## config.mk

```make
export PLATFORM = sky130hd
export DESIGN_NAME = atg_top
export DESIGN_NICKNAME = d
export VERILOG_FILES = /design/src/hw/atg_pkg.sv /design/src/hw/atg_top.sv
export SDC_FILE = /design/constraint.sdc
export NUM_CORES = 2
export LEC_CHECK = 0
export BUFFER_PORTS_ARGS = -buffer_cell sky130_fd_sc_hd__buf_4
export CAP_MARGIN = 20
export CORE_MARGIN = 2
export CORE_UTILIZATION = 65
export CTS_CLUSTER_SIZE = 24
export DETAILED_ROUTE_END_ITERATION = 7
export HOLD_SLACK_MARGIN = 0.02
export PLACE_DENSITY_LB_ADDON = 0.08
export SLEW_MARGIN = 20
export SYNTH_ARGS = -nofsm -noshare
export SYNTH_HDL_FRONTEND = slang
export SYNTH_SLANG_ARGS = --single-unit
```

## constraint.sdc

```tcl
create_clock -name clk -period 10 [get_ports clk]
set_input_delay 2 -clock clk [delete_from_list [all_inputs] [get_ports clk]]
set_output_delay 2 -clock clk [all_outputs]
set_load 0.01 [all_outputs]
```

## src/hw/atg_pkg.sv

```systemverilog
// Package: constants for the acquisition timing generator
package atg_pkg;
  localparam int CNT_W = 14;
  localparam int REG_W = 8;
  localparam logic [13:0] CNT_MAX = 14'h3FFF; // 16,383 counts
  localparam real CLK_MHZ = 125.0;
  localparam real TACH_MS = 1.64;
  localparam int TACH_CYC = int'(TACH_MS * CLK_MHZ * 1000.0);
  localparam real HSYNC_LONG_NS = 200.0;
  localparam int HSYNC_LONG_CYC = int'((HSYNC_LONG_NS * CLK_MHZ) / 1000.0);
  localparam real SEP_NS = 25.0;
  localparam int SEP_CYC = int'((SEP_NS * CLK_MHZ + 999.0) / 1000.0);
  // Register offsets
  localparam logic [7:0] A_CTRL = 8'h00;
  localparam logic [7:0] A_HPER = 8'h01;
  localparam logic [7:0] A_HSYNC = 8'h02;
  localparam logic [7:0] A_HACT = 8'h03;
  localparam logic [7:0] A_LINE_AUX_PULSE_1 = 8'h04;
  localparam logic [7:0] A_LINE_AUX_PULSE_2 = 8'h05;
  localparam logic [7:0] A_VPER = 8'h06;
  localparam logic [7:0] A_VSYNC = 8'h07;
  localparam logic [7:0] A_VACT = 8'h08;
  localparam logic [7:0] A_FRAME_AUX_PULSE_1 = 8'h09;
  localparam logic [7:0] A_FRAME_AUX_PULSE_2 = 8'h0A;
  localparam logic [7:0] A_IRQSEL = 8'h0B;
  localparam logic [7:0] A_AUXOUT = 8'h0C;
  localparam logic [7:0] A_EXCL = 8'h0D;
  localparam logic [7:0] A_STAT = 8'h10;
  localparam logic [7:0] A_TACH = 8'h11;
  localparam logic [7:0] A_LCAP = 8'h12;
  localparam logic [7:0] A_FCAP = 8'h13;
  localparam logic [7:0] A_CMD = 8'h14;
  // Control fields
  localparam int C_HSRC = 0;   // 2 bits: 0 free,1 line sync,2 composite
  localparam int C_VSRC = 2;   // 2 bits vertical source
  localparam int C_STRIP = 4;  // strip equalization pulses
  localparam int C_INTER = 5;  // interlaced
  localparam int C_CONT = 6;   // continuous vertical (line scan)
  localparam int C_TRIG = 7;   // wait for fire command
  localparam int C_TACHS = 8;  // 2 bits tachometer input
  localparam int C_CAPS = 10;  // 2 bits capture event
  localparam logic [31:0] CTRL_RST = 32'h0000_0000;
  localparam logic [31:0] ZERO32 = 32'h0000_0000;
  typedef enum logic [1:0] {VS_FREE, VS_EXTSYNC, VS_EXTRESET, VS_SOFT} atg_vsrc_t;
  typedef enum logic [3:0] {
    IS_FRAME_AUX_PULSE_1, IS_FRAME_AUX_PULSE_2, IS_VACT_ON, IS_VACT_OFF, IS_STROBE, IS_HSYNC,
    IS_VSYNC_ON, IS_VSYNC_OFF, IS_AUX_RISE, IS_AUX_FALL, IS_SYNCERR,
    IS_FIFODONE, IS_AUXDIFF, IS_NONE
  } atg_isrc_t;
endpackage : atg_pkg

```

## src/hw/atg_top.sv

```systemverilog
// Acquisition timing generator: counters, decoders, sync, interrupts
// How it works
// - 14-bit line pixel counter with pulse decoders.
// - sync, active and aux line signals have start and end, one-pixel resolution.
// - line sync, active window, period pulse, two aux pulses driven.
// - line counter resets on external or composite sync.
// - composite sync separated into line sync, equalization ignored.
// - 14-bit frame line counter with one-line decoders.
// - frame sync, active window, period pulse, two aux pulses driven.
// - vertical source: ext sync, ext reset, software, free running.
// - external trigger starts a frame; continuous mode for line scan.
// - frame sync found in composite sync by long pulse width.
// - four active-high interrupts, each with its own selector.
// - timing sources: aux pulses, active edges, line sync, sync edges.
// - strobe, aux edges, sync error, FIFO done sources.
// - 16-bit tachometer of line rate refreshed every 1.64 ms.
// - aux inputs used as sources, three aux outputs driven.
// - free-running line and frame counters with capture.
// - fire command starts acquisition; strobe exclusion zone.
`timescale 1ns/1ps
`default_nettype none
module atg_top (
  // Clock and reset
  input  wire logic        clk,
  input  wire logic        reset,
  // Register port
  input  wire logic [7:0]  regAddr,
  input  wire logic [31:0] regWrData,
  input  wire logic        regWrite,
  input  wire logic        regRead,
  output logic      [31:0] regRdData,
  // Pins in
  input  wire logic        lineSyncIn,
  input  wire logic        compSyncIn,
  input  wire logic        frameSyncIn,
  input  wire logic        frameResetIn,
  input  wire logic        strobeIn,
  input  wire logic        fireIn,
  input  wire logic        auxInputDiff,
  input  wire logic        auxInputSingle,
  input  wire logic        fifoDone,
  // Timing outputs
  output logic             lineSyncOut,
  output logic             lineActiveWindow,
  output logic             linePeriodPulse,
  output logic             lineAuxPulse1,
  output logic             lineAuxPulse2,
  output logic             frameSyncOut,
  output logic             frameActiveWindow,
  output logic             framePeriodPulse,
  output logic             frameAuxPulse1,
  output logic             frameAuxPulse2,
  output logic             strobeInhibit,
  // Aux and interrupts
  output logic             auxOutputDiff,
  output logic             auxOutputSingleA,
  output logic             auxOutputSingleB,
  output logic      [3:0]  irq
);
  localparam int W = atg_pkg::CNT_W;
  // Registers
  logic [31:0] ctrl, next_ctrl;
  logic [31:0] hreg [1:5];
  logic [31:0] vreg [6:10];
  logic [15:0] irqSel, next_irqSel;
  logic [2:0]  auxOut, next_auxOut;
  logic [31:0] excl, next_excl;
  logic [31:0] rdData, next_rdData;
  logic        softFrame;
  // Input synchronisers, two flops each
  logic [8:0] syncA, syncB;
  always_ff @(posedge clk) begin
    syncA <= {fifoDone, auxInputSingle, auxInputDiff, fireIn, strobeIn,
              frameResetIn, frameSyncIn, compSyncIn, lineSyncIn};
    syncB <= syncA;
  end
  logic [8:0] sPrev;
  always_ff @(posedge clk) sPrev <= syncB;
  wire logic [8:0] rise = syncB & ~sPrev;
  wire logic [8:0] fall = ~syncB & sPrev;

  // Composite sync processor: width measure separates line and frame sync
  logic [W-1:0] cw;
  logic         csLine, csFrame, syncErr;
  always_ff @(posedge clk) begin
    if (reset || !syncB[1]) cw <= '0;
    else if (cw != atg_pkg::CNT_MAX) cw <= cw + 1'b1;
  end
  wire logic strip = ctrl[atg_pkg::C_STRIP];
  wire logic [W-1:0] minW = strip ? W'(atg_pkg::HSYNC_LONG_CYC)
                                  : W'(atg_pkg::SEP_CYC);
  // Short pulses dropped when stripping; very long pulse marks frame sync
  assign csLine  = fall[1] && cw >= minW && cw < (minW << 3);
  assign csFrame = fall[1] && cw >= (minW << 3);

  // Line counter
  logic [W-1:0] hCnt, next_hCnt, vCnt, next_vCnt;
  logic         lineEnd, hExtRst, vExtRst, running, next_running;
  wire logic [1:0] hsrc = ctrl[atg_pkg::C_HSRC +: 2];
  always_comb begin
    hExtRst = (hsrc == 2'd1 && rise[0]) || (hsrc == 2'd2 && csLine);
    lineEnd = hCnt >= hreg[1][W-1:0];
    if (hExtRst) next_hCnt = '0;
    else if (lineEnd) next_hCnt = '0;
    else next_hCnt = hCnt + 1'b1;
  end
  wire logic lineStart = hExtRst || lineEnd;
  // Frame counter source
  atg_pkg::atg_vsrc_t vsrc;
  assign vsrc = atg_pkg::atg_vsrc_t'(ctrl[atg_pkg::C_VSRC +: 2]);
  always_comb begin
    unique case (vsrc)
      atg_pkg::VS_EXTSYNC:  vExtRst = rise[2] || csFrame;
      atg_pkg::VS_EXTRESET: vExtRst = rise[3];
      atg_pkg::VS_SOFT:     vExtRst = softFrame;
      atg_pkg::VS_FREE:     vExtRst = 1'b0;
    endcase
    next_running = running;
    if (!ctrl[atg_pkg::C_TRIG]) next_running = 1'b1;
    else if (rise[5]) next_running = 1'b1;
    else if (lineStart && vCnt >= vreg[6][W-1:0]) next_running = 1'b0;
    next_vCnt = vCnt;
    if (vExtRst) next_vCnt = '0;
    else if (lineStart && running) begin
      if (ctrl[atg_pkg::C_CONT]) next_vCnt = '0;
      else if (vCnt >= vreg[6][W-1:0]) next_vCnt = '0;
      else next_vCnt = vCnt + 1'b1;
    end
  end
  always_ff @(posedge clk) begin
    if (reset) begin
      hCnt <= '0;
      vCnt <= '0;
      running <= 1'b0;
    end else begin
      hCnt <= next_hCnt;
      vCnt <= next_vCnt;
      running <= next_running;
    end
  end

  // Window decoders: each reg holds end[29:16] and start[13:0]
  function automatic logic win(input logic [W-1:0] c, input logic [31:0] r);
    win = c >= r[W-1:0] && c < r[16 +: W];
  endfunction
  logic [4:0] hDec, vDec;
  logic       contAct;
  always_comb begin
    hDec[0] = win(hCnt, hreg[2]);
    hDec[1] = win(hCnt, hreg[3]);
    hDec[2] = lineEnd;
    hDec[3] = win(hCnt, hreg[4]);
    hDec[4] = win(hCnt, hreg[5]);
    contAct = ctrl[atg_pkg::C_CONT] && running;
    vDec[0] = win(vCnt, vreg[7]);
    vDec[1] = contAct || (running && win(vCnt, vreg[8]));
    vDec[2] = lineStart && vCnt >= vreg[6][W-1:0];
    vDec[3] = win(vCnt, vreg[9]);
    vDec[4] = win(vCnt, vreg[10]);
  end
  logic [4:0] hOut, vOut, vOutP;
  always_ff @(posedge clk) begin
    if (reset) begin
      hOut <= '0;
      vOut <= '0;
      vOutP <= '0;
    end else begin
      hOut <= hDec;
      vOut <= vDec;
      vOutP <= vOut;
    end
  end
  assign {lineAuxPulse2, lineAuxPulse1, linePeriodPulse,
          lineActiveWindow, lineSyncOut} = hOut;
  assign {frameAuxPulse2, frameAuxPulse1, framePeriodPulse,
          frameActiveWindow, frameSyncOut} = vOut;
  wire logic [4:0] vRise = vOut & ~vOutP;
  wire logic [4:0] vFall = ~vOut & vOutP;
  // Strobe exclusion zone over lines excl start..end
  always_ff @(posedge clk) begin
    if (reset) strobeInhibit <= 1'b0;
    else strobeInhibit <= win(vCnt, excl);
  end

  // Interrupt sources and selectors
  logic [13:0] src;
  always_comb begin
    src = '0;
    src[atg_pkg::IS_FRAME_AUX_PULSE_1]     = vRise[3];
    src[atg_pkg::IS_FRAME_AUX_PULSE_2]     = vRise[4];
    src[atg_pkg::IS_VACT_ON]   = vRise[1];
    src[atg_pkg::IS_VACT_OFF]  = vFall[1];
    src[atg_pkg::IS_STROBE]    = rise[4];
    src[atg_pkg::IS_HSYNC]     = hDec[0] && !hOut[0];
    src[atg_pkg::IS_VSYNC_ON]  = vRise[0];
    src[atg_pkg::IS_VSYNC_OFF] = vFall[0];
    src[atg_pkg::IS_AUX_RISE]  = rise[7];
    src[atg_pkg::IS_AUX_FALL]  = fall[7];
    src[atg_pkg::IS_SYNCERR]   = syncErr;
    src[atg_pkg::IS_FIFODONE]  = rise[8];
    src[atg_pkg::IS_AUXDIFF]   = rise[6];
  end
  // Sync error: external line sync arriving off the expected end
  assign syncErr = hsrc != 2'd0 && hExtRst && !lineEnd;
  genvar gi;
  for (gi = 0; gi < 4; gi++) begin : g_irq
    always_ff @(posedge clk) begin
      if (reset) irq[gi] <= 1'b0;
      // Codes above none select nothing, never an undefined source bit
      else irq[gi] <= (irqSel[gi*4 +: 4] < 4'hE) &&
                      src[irqSel[gi*4 +: 4]];
    end
  end
  // Free-running counters and capture
  logic [31:0] lineFree, frameFree, lineCap, frameCap;
  logic        capEv;
  always_comb begin
    unique case (ctrl[atg_pkg::C_CAPS +: 2])
      2'd0: capEv = rise[4];
      2'd1: capEv = rise[7];
      2'd2: capEv = rise[6];
      2'd3: capEv = rise[5];
    endcase
  end
  always_ff @(posedge clk) begin
    if (reset) begin
      lineFree <= '0;
      frameFree <= '0;
      lineCap <= '0;
      frameCap <= '0;
    end else begin
      lineFree <= lineFree + {31'h0, lineStart};
      frameFree <= frameFree + {31'h0, vDec[2]};
      if (capEv) begin
        lineCap <= lineFree;
        frameCap <= frameFree;
      end
    end
  end
  // Tachometer: counts selected line edges per 1.64 ms gate
  logic [31:0] tGate;
  logic [15:0] tCnt, tach;
  logic        tEv;
  always_comb begin
    unique case (ctrl[atg_pkg::C_TACHS +: 2])
      2'd0: tEv = rise[0];
      2'd1: tEv = csLine;
      2'd2: tEv = rise[6];
      2'd3: tEv = lineStart;
    endcase
  end
  always_ff @(posedge clk) begin
    if (reset) begin
      tGate <= '0;
      tCnt <= '0;
      tach <= '0;
    end else if (tGate == 32'(atg_pkg::TACH_CYC - 1)) begin
      tGate <= '0;
      tach <= tCnt;
      tCnt <= {15'h0, tEv};
    end else begin
      tGate <= tGate + 1'b1;
      if (tCnt != 16'hFFFF) tCnt <= tCnt + {15'h0, tEv};
    end
  end
  assign {auxOutputSingleB, auxOutputSingleA, auxOutputDiff} = auxOut;

  // Register write and read decode
  assign softFrame = regWrite && regAddr == atg_pkg::A_CMD && regWrData[0];
  always_comb begin
    next_ctrl = ctrl;
    next_irqSel = irqSel;
    next_auxOut = auxOut;
    next_excl = excl;
    if (regWrite) begin
      unique case (regAddr)
        atg_pkg::A_CTRL:   next_ctrl = regWrData;
        atg_pkg::A_IRQSEL: next_irqSel = regWrData[15:0];
        atg_pkg::A_AUXOUT: next_auxOut = regWrData[2:0];
        atg_pkg::A_EXCL:   next_excl = regWrData;
        default: ;
      endcase
    end
    next_rdData = '0;
    if (regRead) begin
      if (regAddr >= atg_pkg::A_HPER && regAddr <= atg_pkg::A_LINE_AUX_PULSE_2)
        next_rdData = hreg[regAddr[2:0]];
      else if (regAddr >= atg_pkg::A_VPER && regAddr <= atg_pkg::A_FRAME_AUX_PULSE_2)
        next_rdData = vreg[regAddr[3:0]];
      else unique case (regAddr)
        atg_pkg::A_CTRL:   next_rdData = ctrl;
        atg_pkg::A_IRQSEL: next_rdData = {16'h0, irqSel};
        atg_pkg::A_AUXOUT: next_rdData = {29'h0, auxOut};
        atg_pkg::A_EXCL:   next_rdData = excl;
        atg_pkg::A_STAT:   next_rdData = {running, 1'b0, vCnt, 2'h0, hCnt};
        atg_pkg::A_TACH:   next_rdData = {16'h0, tach};
        atg_pkg::A_LCAP:   next_rdData = lineCap;
        atg_pkg::A_FCAP:   next_rdData = frameCap;
        default:           next_rdData = '0;
      endcase
    end
  end
  always_ff @(posedge clk) begin
    if (reset) begin
      ctrl <= atg_pkg::CTRL_RST;
      irqSel <= 16'hDDDD;
      auxOut <= '0;
      excl <= '0;
      rdData <= '0;
      for (int i = 1; i <= 5; i++) hreg[i] <= atg_pkg::ZERO32;
      for (int i = 6; i <= 10; i++) vreg[i] <= atg_pkg::ZERO32;
    end else begin
      ctrl <= next_ctrl;
      irqSel <= next_irqSel;
      auxOut <= next_auxOut;
      excl <= next_excl;
      rdData <= next_rdData;
      for (int i = 1; i <= 5; i++)
        if (regWrite && regAddr == 8'(i)) hreg[i] <= regWrData;
      for (int i = 6; i <= 10; i++)
        if (regWrite && regAddr == 8'(i)) vreg[i] <= regWrData;
    end
  end
  assign regRdData = rdData;
endmodule // atg_top
`default_nettype wire

```

# After elaboration in Yosys (flattened, before gate mapping)
# Memory sizes are Yosys's and may differ from the RTL's.
# Index checks and enable logic that the tools add are counted.
[word_totals] register_bits=397 mem_bits_rw=320 in_bits=53 out_inout_bits=50 wordCells=249 n_memories=2
[op_classes] n_addsub=7 order_cmp=35 n_eq_ne=33 mux=64 bitwise=19 n_reduce_logical=61
[mem_list] memory="hreg" depth=5 word_bits=32 rd=6 rd_ports_with_merged_regs=0 write_ports=5 line_no="atg_top.sv:63" source="logic [31:0] hreg [1:5];"
[mem_list] memory="vreg" depth=5 word_bits=32 rd=6 rd_ports_with_merged_regs=0 write_ports=5 line_no="atg_top.sv:64" source="logic [31:0] vreg [6:10];"
[op_table] operator="$mux W32" count=12
[op_table] operator="$pmux W32 S8" count=1
[op_table] operator="$ge A14 B14 Y1" count=11
[op_table] operator="$lt A14 B14 Y1" count=9
[op_table] operator="$add A32 B1 Y32" count=2
[op_table] operator="$eq A8 B4 Y1 const B" count=6
[op_table] operator="$add A14 B1 Y14 const B" count=3
[op_table] operator="$mux W1" count=41
[op_table] operator="$eq A8 B5 Y1 const B" count=5
[op_table] operator="$logic_and A1 B1 Y1" count=39
[op_table] operator="$add A32 B1 Y32 const B" count=1
[op_table] operator="$eq A32 B18 Y1 const B" count=1
[op_table] operator="$eq A8 B3 Y1 const B" count=4
[op_table] operator="$mux W14" count=2
[op_table] operator="$lt A4 B5 Y1 const B" count=4
[op_table] operator="$add A16 B1 Y16" count=1
[op_table] operator="$bmux W1 S4" count=4
[op_table] operator="$eq A8 B2 Y1 const B" count=2
[op_table] operator="$lt A4 B4 Y1 const B" count=4
[op_table] operator="$ne A16 B16 Y1 const B" count=1
[op_table] operator="$eq A2 B2 Y1 const B" count=7
[op_table] operator="$ge A14 B5 Y1" count=1
[op_table] operator="$ge A14 B8 Y1" count=1
[op_table] operator="$lt A14 B8 Y1" count=1
[op_table] operator="28 further kinds" count=56

# Longest topological paths before layout
[depth] depth_word=11 ltp_mapped=21 mapped_depth_nobuf=19

# Least setup slack after synthesis
# Ideal clock, no wire load.
[synth_timing] path_kind="input to register" start="in regAddr[0]" end="mem hreg[1][0] (enable)" setup_time_ps=466 arrival_time_ps=5203 required_time_ps=9534 setup_slack_ps=4332 cell_stages=4 path_buffers=2 path_cell_list="clkbuf_1 buf_1 nand3b_1 o21ai_0"
[synth_rtl] item="start, declared" line_no="atg_top.sv:27" source="input wire logic [7:0] regAddr,"
[synth_rtl] item="end, declared" line_no="atg_top.sv:63"

# Worst setup path after layout
[layout_timing] start="in regAddr[2]" end="reg rdData[3], in the netlist regRdData[3]"
[layout_between] elab_chain_len=4 word_cells_on_any_way=19 classes_between="order compare (4); eq/ne (7); mux (3); reduce/logical (3); memory (2)"
[layout_lines] item="$ge A8 B3 Y1 (tied with other cells)" line_no="atg_top.sv:288" source="else if (regAddr >= atg_pkg::A_VPER && regAddr <= atg_pkg::A_FRAME_AUX_PULSE_2)"
[layout_lines] item="$logic_and A1 B1 Y1 or $pmux W32 S8 (tied branches)" line_no="atg_top.sv:288, atg_top.sv:290"
[layout_lines] item="$mux W32" line_no="atg_top.sv:288"
[layout_lines] item="$mux W32 *" line_no="atg_top.sv:286" source="if (regAddr >= atg_pkg::A_HPER && regAddr <= atg_pkg::A_LINE_AUX_PULSE_2)"
[layout_lines] item="end signal, assigned" line_no="atg_top.sv:317" source="rdData <= next_rdData;"
[layout_lines] item="end, declared" line_no="atg_top.sv:68" source="logic [31:0] rdData, next_rdData;"
# Every way passes the cells marked *; elsewhere a longest branch is shown, timed or not.
# A chain may end at the register's enable or synchronous reset.

==> reports/results.txt <==
After detailed routing, the number of remaining DRC violations is 0. Number of synthesized register bits: 716. From bottom edge to top edge, the die measures 244 um. For the worst flop-to-flop path, the logic depth is 20.

The cell sitting at the root of the clock tree is a sky130_fd_sc_hd__clkbuf_16. Leaving out fill and tap cells, the most frequent cells in the layout are 451 x sky130_fd_sc_hd__nand2_1, 396 x sky130_fd_sc_hd__dfxtp_1, 332 x sky130_fd_sc_hd__and2_1. Maximum vdd drop: 0.141 mV. The global placement routability congestion was 0.969; the global-route usage over all layers was 37.0%. Leaving out fill and tap cells, the most frequent cell in the layout is sky130_fd_sc_hd__nand2_1.

Measured along the x axis, the die boundary spans 244 um. Summing over every cut layer, the via total after detailed routing is 30400. The count of clock tree sinks is 716. For this run, the leading register cell type out of synthesis is sky130_fd_sc_hd__dfxtp_1. In this run the tightest slew margin relative to its limit is 26.1%.

Path category of the worst min-delay check: reg -> reg. The share of async-settable or async-resettable flops after synthesis came out at 0%. The worst register-to-register path begins at hCnt[0]$_SDFF_PP0_. At the pin with the least slew margin, the transition time is 1.10 ns. Summing the areas of all compound-gate instances in the mapped netlist gives 13.8% of the synthesized area. For the worst setup path, the data required time is 10.50 ns. For this configuration, the core starts out at a cell density of 65.4%.

Of the total synthesized cell area, the portion taken by full adders, half adders and majority gates is 9.67%. The worst setup path is of the in -> reg kind. The average instance in the mapped netlist occupies 9.39 um^2. Along the worst path, the maximum fanout reaches 74. After detailed routing, the average wire length per cell comes to 23.2 um. For the via count of the first global-routing pass, the log shows 28200. In this run the core area contains 88 standard-cell rows. For the max-slew violation total from the final report, the log shows 0. Setup repair after global routing left no endpoint under its margin. The area fraction in and, or, nand and nor cells after synthesis works out to 18.6%.

The tools report the buffer levels on the longest clock path as 3. The tool flagged a number of max-cap violations equal to 0. For the number of routed nets with antenna violations, the log shows 0. Sequential elements use 46.7% of the synthesized area. Clock skew on the completed layout was measured at 0.0209 ns. The run finished with clean final reports. By area, the combinational part of the netlist is dominated by simple AND/OR/NAND/NOR gates.

Of the available clock period, the critical path in the final layout requires 50.2%. Power spread over the standard cell area amounts to 154 nW/um^2. Setup violations remaining at the end of the flow were counted as 0. The tools report the count of unique library cells instantiated by Yosys as 65.

The worst hold path passes through 0 cells. The fraction of final layout cells sized beyond drive strength 1 came out at 8.00%. The xor/xnor cell area share of the yosys netlist is 2.68%, and the synthesis warning total is 0. Post-route setup TNS: 0 ns. After detailed routing, the number of vias per cell comes to 6.27. Of the post-synthesis cell area, the part taken by muxes is 3.20%. Buffers inserted during clock tree synthesis total 75. After legalization and detailed placement, the total HPWL measured 77500 um.

The first routing iteration left 3584 violations. The pre-antenna-repair detailed-routing pass consisted of 6 iterations. After detailed routing, the total wire length is 112000 um. The floorplan step defined a die boundary enclosing 59700 um^2. Data arrival time of the worst path: 5.52 ns.

The count of boundary I/O pins is 103, and the timing-limited maximum frequency is 199 MHz. Post-route cell area: 41700 um^2. The instance area after placement was 39100 um^2; the count of cells resized by post-cts repair was 0.

For the final count of hold timing violations, the log shows 0. The worst setup path is captured at a register. Yosys mapped a number of flops with a built-in enable equal to 320. Tracing the worst setup path back leads to its startpoint at regAddr[2]. Net count of the finished layout: 4355. The cts-stage hold buffer count was 0. The tools report the reported leakage power as 17.1 nW. TritonCTS built the clock tree.

The run gives 4338 as the net count after synthesis. STA classifies the critical path startpoint as an input pin. For the worst-skew pair, the clock arrives at the later sink with an insertion delay of 0.62 ns. The number of standard cells after synthesis came out at 3995. The run gives 3 as the H-tree depth. Number of buffer cells added on primary ports: 102. The logs give 168000 um for the wire length of the first global-routing pass and 112 for the pin count of the biggest net entering global routing.

The final critical path time including I/O delays and setup was 5.02 ns. The initial antenna violation count was 10; the post-synth design cell area was 37500 um^2. The area growth from synthesis to final layout came out at 11.3%.

After floorplanning, the core was sized to cover 57400 um^2. The clock slew at the register clock pins of the worst setup and hold paths was 0.06 ns. In this run the post-CTS setup repair buffer count came out at 0. The startpoint of the tightest hold check path was syncA[2]$_DFF_P_. Global routing finished with a remaining overflow of 0.
==> critical path, cell delays in order <==
cell and delay (ns):
sky130_fd_sc_hd__buf_4 0.49, sky130_fd_sc_hd__buf_4 0.76, sky130_fd_sc_hd__nand2b_1 0.66, sky130_fd_sc_hd__inv_1 0.16
sky130_fd_sc_hd__a21oi_1 0.09, sky130_fd_sc_hd__nor2_2 0.11, sky130_fd_sc_hd__buf_4 0.39, sky130_fd_sc_hd__o211ai_1 0.17
sky130_fd_sc_hd__and3_1 0.19, sky130_fd_sc_hd__a221oi_1 0.28
==> per-layer routing <==
metal  vias up  part of all wire (%)  GRT usage, %
met5         -                 0.052             0
met4         6                   5.1          18.4
met3       342                    11          8.27
met2      1564                    44          57.4
met1     14400                    39          49.0
li1      14000                     -             -
==> through the flow <==
step	utilization [%]	hold WS, ns	setup WS (ns)	power (mW)	cells
finish	72.8	0.326	4.98	6.42	4840
global route	72.8	0.332	4.80	6.57	4838
CTS	72.6	0.329	5.18	6.40	4834
detailed placement	68.2	0.315	4.57	3.64	4696
global placement	68.0	0.313	4.56	3.62	4692
floorplan	-	0.310	4.33	3.46	3995
==> path summary, 6_finish.rpt <==
kind | endpoint | slack, ns
hold / removal | syncB[2]$_DFF_P_ | 0.33
setup reg to reg | frameFree[28]$_SDFF_PP0_ | 5.21
hold reg to reg | syncB[2]$_DFF_P_ | 0.33
setup / recovery | regRdData[3]$_SDFF_PP0_ | 4.98
==> cell families after synthesis <==
kind of cell               after synthesis
and+or+nand+nor                       1416
AOI/OAI and AO/OA                      811
DFF                                    716
buffers and inverters                  527
adders and majority gates              290
muxes                                  120
xor gates and xnor gates               115
==> state kept, by name, summed over array words and instances (netlist names), 14 cells and up <==
signal and cells:
lineFree 32, regRdData 32, vCnt 14, frameCap 32, irqSel 16, tCnt 16, cw 14, excl 32
tach 16, ctrl 32, hreg 160, tGate 32, frameFree 32, hCnt 14, lineCap 32, vreg 160
==> cell usage after synthesis (42+ instances only) <==
cell type                    n  area share [%]
sky130_fd_sc_hd__clkbuf_1  198             2.0
sky130_fd_sc_hd__a221oi_1   50             1.2
sky130_fd_sc_hd__o21ai_0   146             1.9
sky130_fd_sc_hd__o211ai_1   54             1.1
sky130_fd_sc_hd__inv_1     300             3.0
sky130_fd_sc_hd__a21oi_1   290             3.9
sky130_fd_sc_hd__and2_1    332             5.5
sky130_fd_sc_hd__nand3_1    84             1.1
sky130_fd_sc_hd__xor2_1     67             1.6
sky130_fd_sc_hd__ha_1      290             9.7
sky130_fd_sc_hd__edfxtp_1  320              26
sky130_fd_sc_hd__and3_1     45            0.75
sky130_fd_sc_hd__nand4_1    57            0.95
sky130_fd_sc_hd__nor2_1    276             2.8
sky130_fd_sc_hd__a21o_1     42            0.84
sky130_fd_sc_hd__dfxtp_1   396              21
sky130_fd_sc_hd__nand2_1   452             4.5
sky130_fd_sc_hd__xnor2_1    48             1.1
sky130_fd_sc_hd__mux2i_1   120             3.2
==> where the power goes <==
| part | switching [mW] | total, mW | internal [mW] |
|---|---|---|---|
| combinational | 0.295 | 0.421 | 0.126 |
| clock | 1.19 | 2.82 | 1.64 |
| sequential | 0.0435 | 3.17 | 3.13 |
| total | 1.52 | 6.42 | 4.89 |
==> area by class of cell <==
cell class	instances	area (um^2)
Timing Repair Buffer	167	1410
Fill cell	4277	15600
Sequential cell	716	17500
Tap cell	765	957
Clock buffer	111	2280
Inverter	300	1130
Antenna cell	2	5.00
Clock inverter	27	216
Multi-Input combinational cell	2752	18200
No activity file was read; power rests on OpenSTA's default activity.
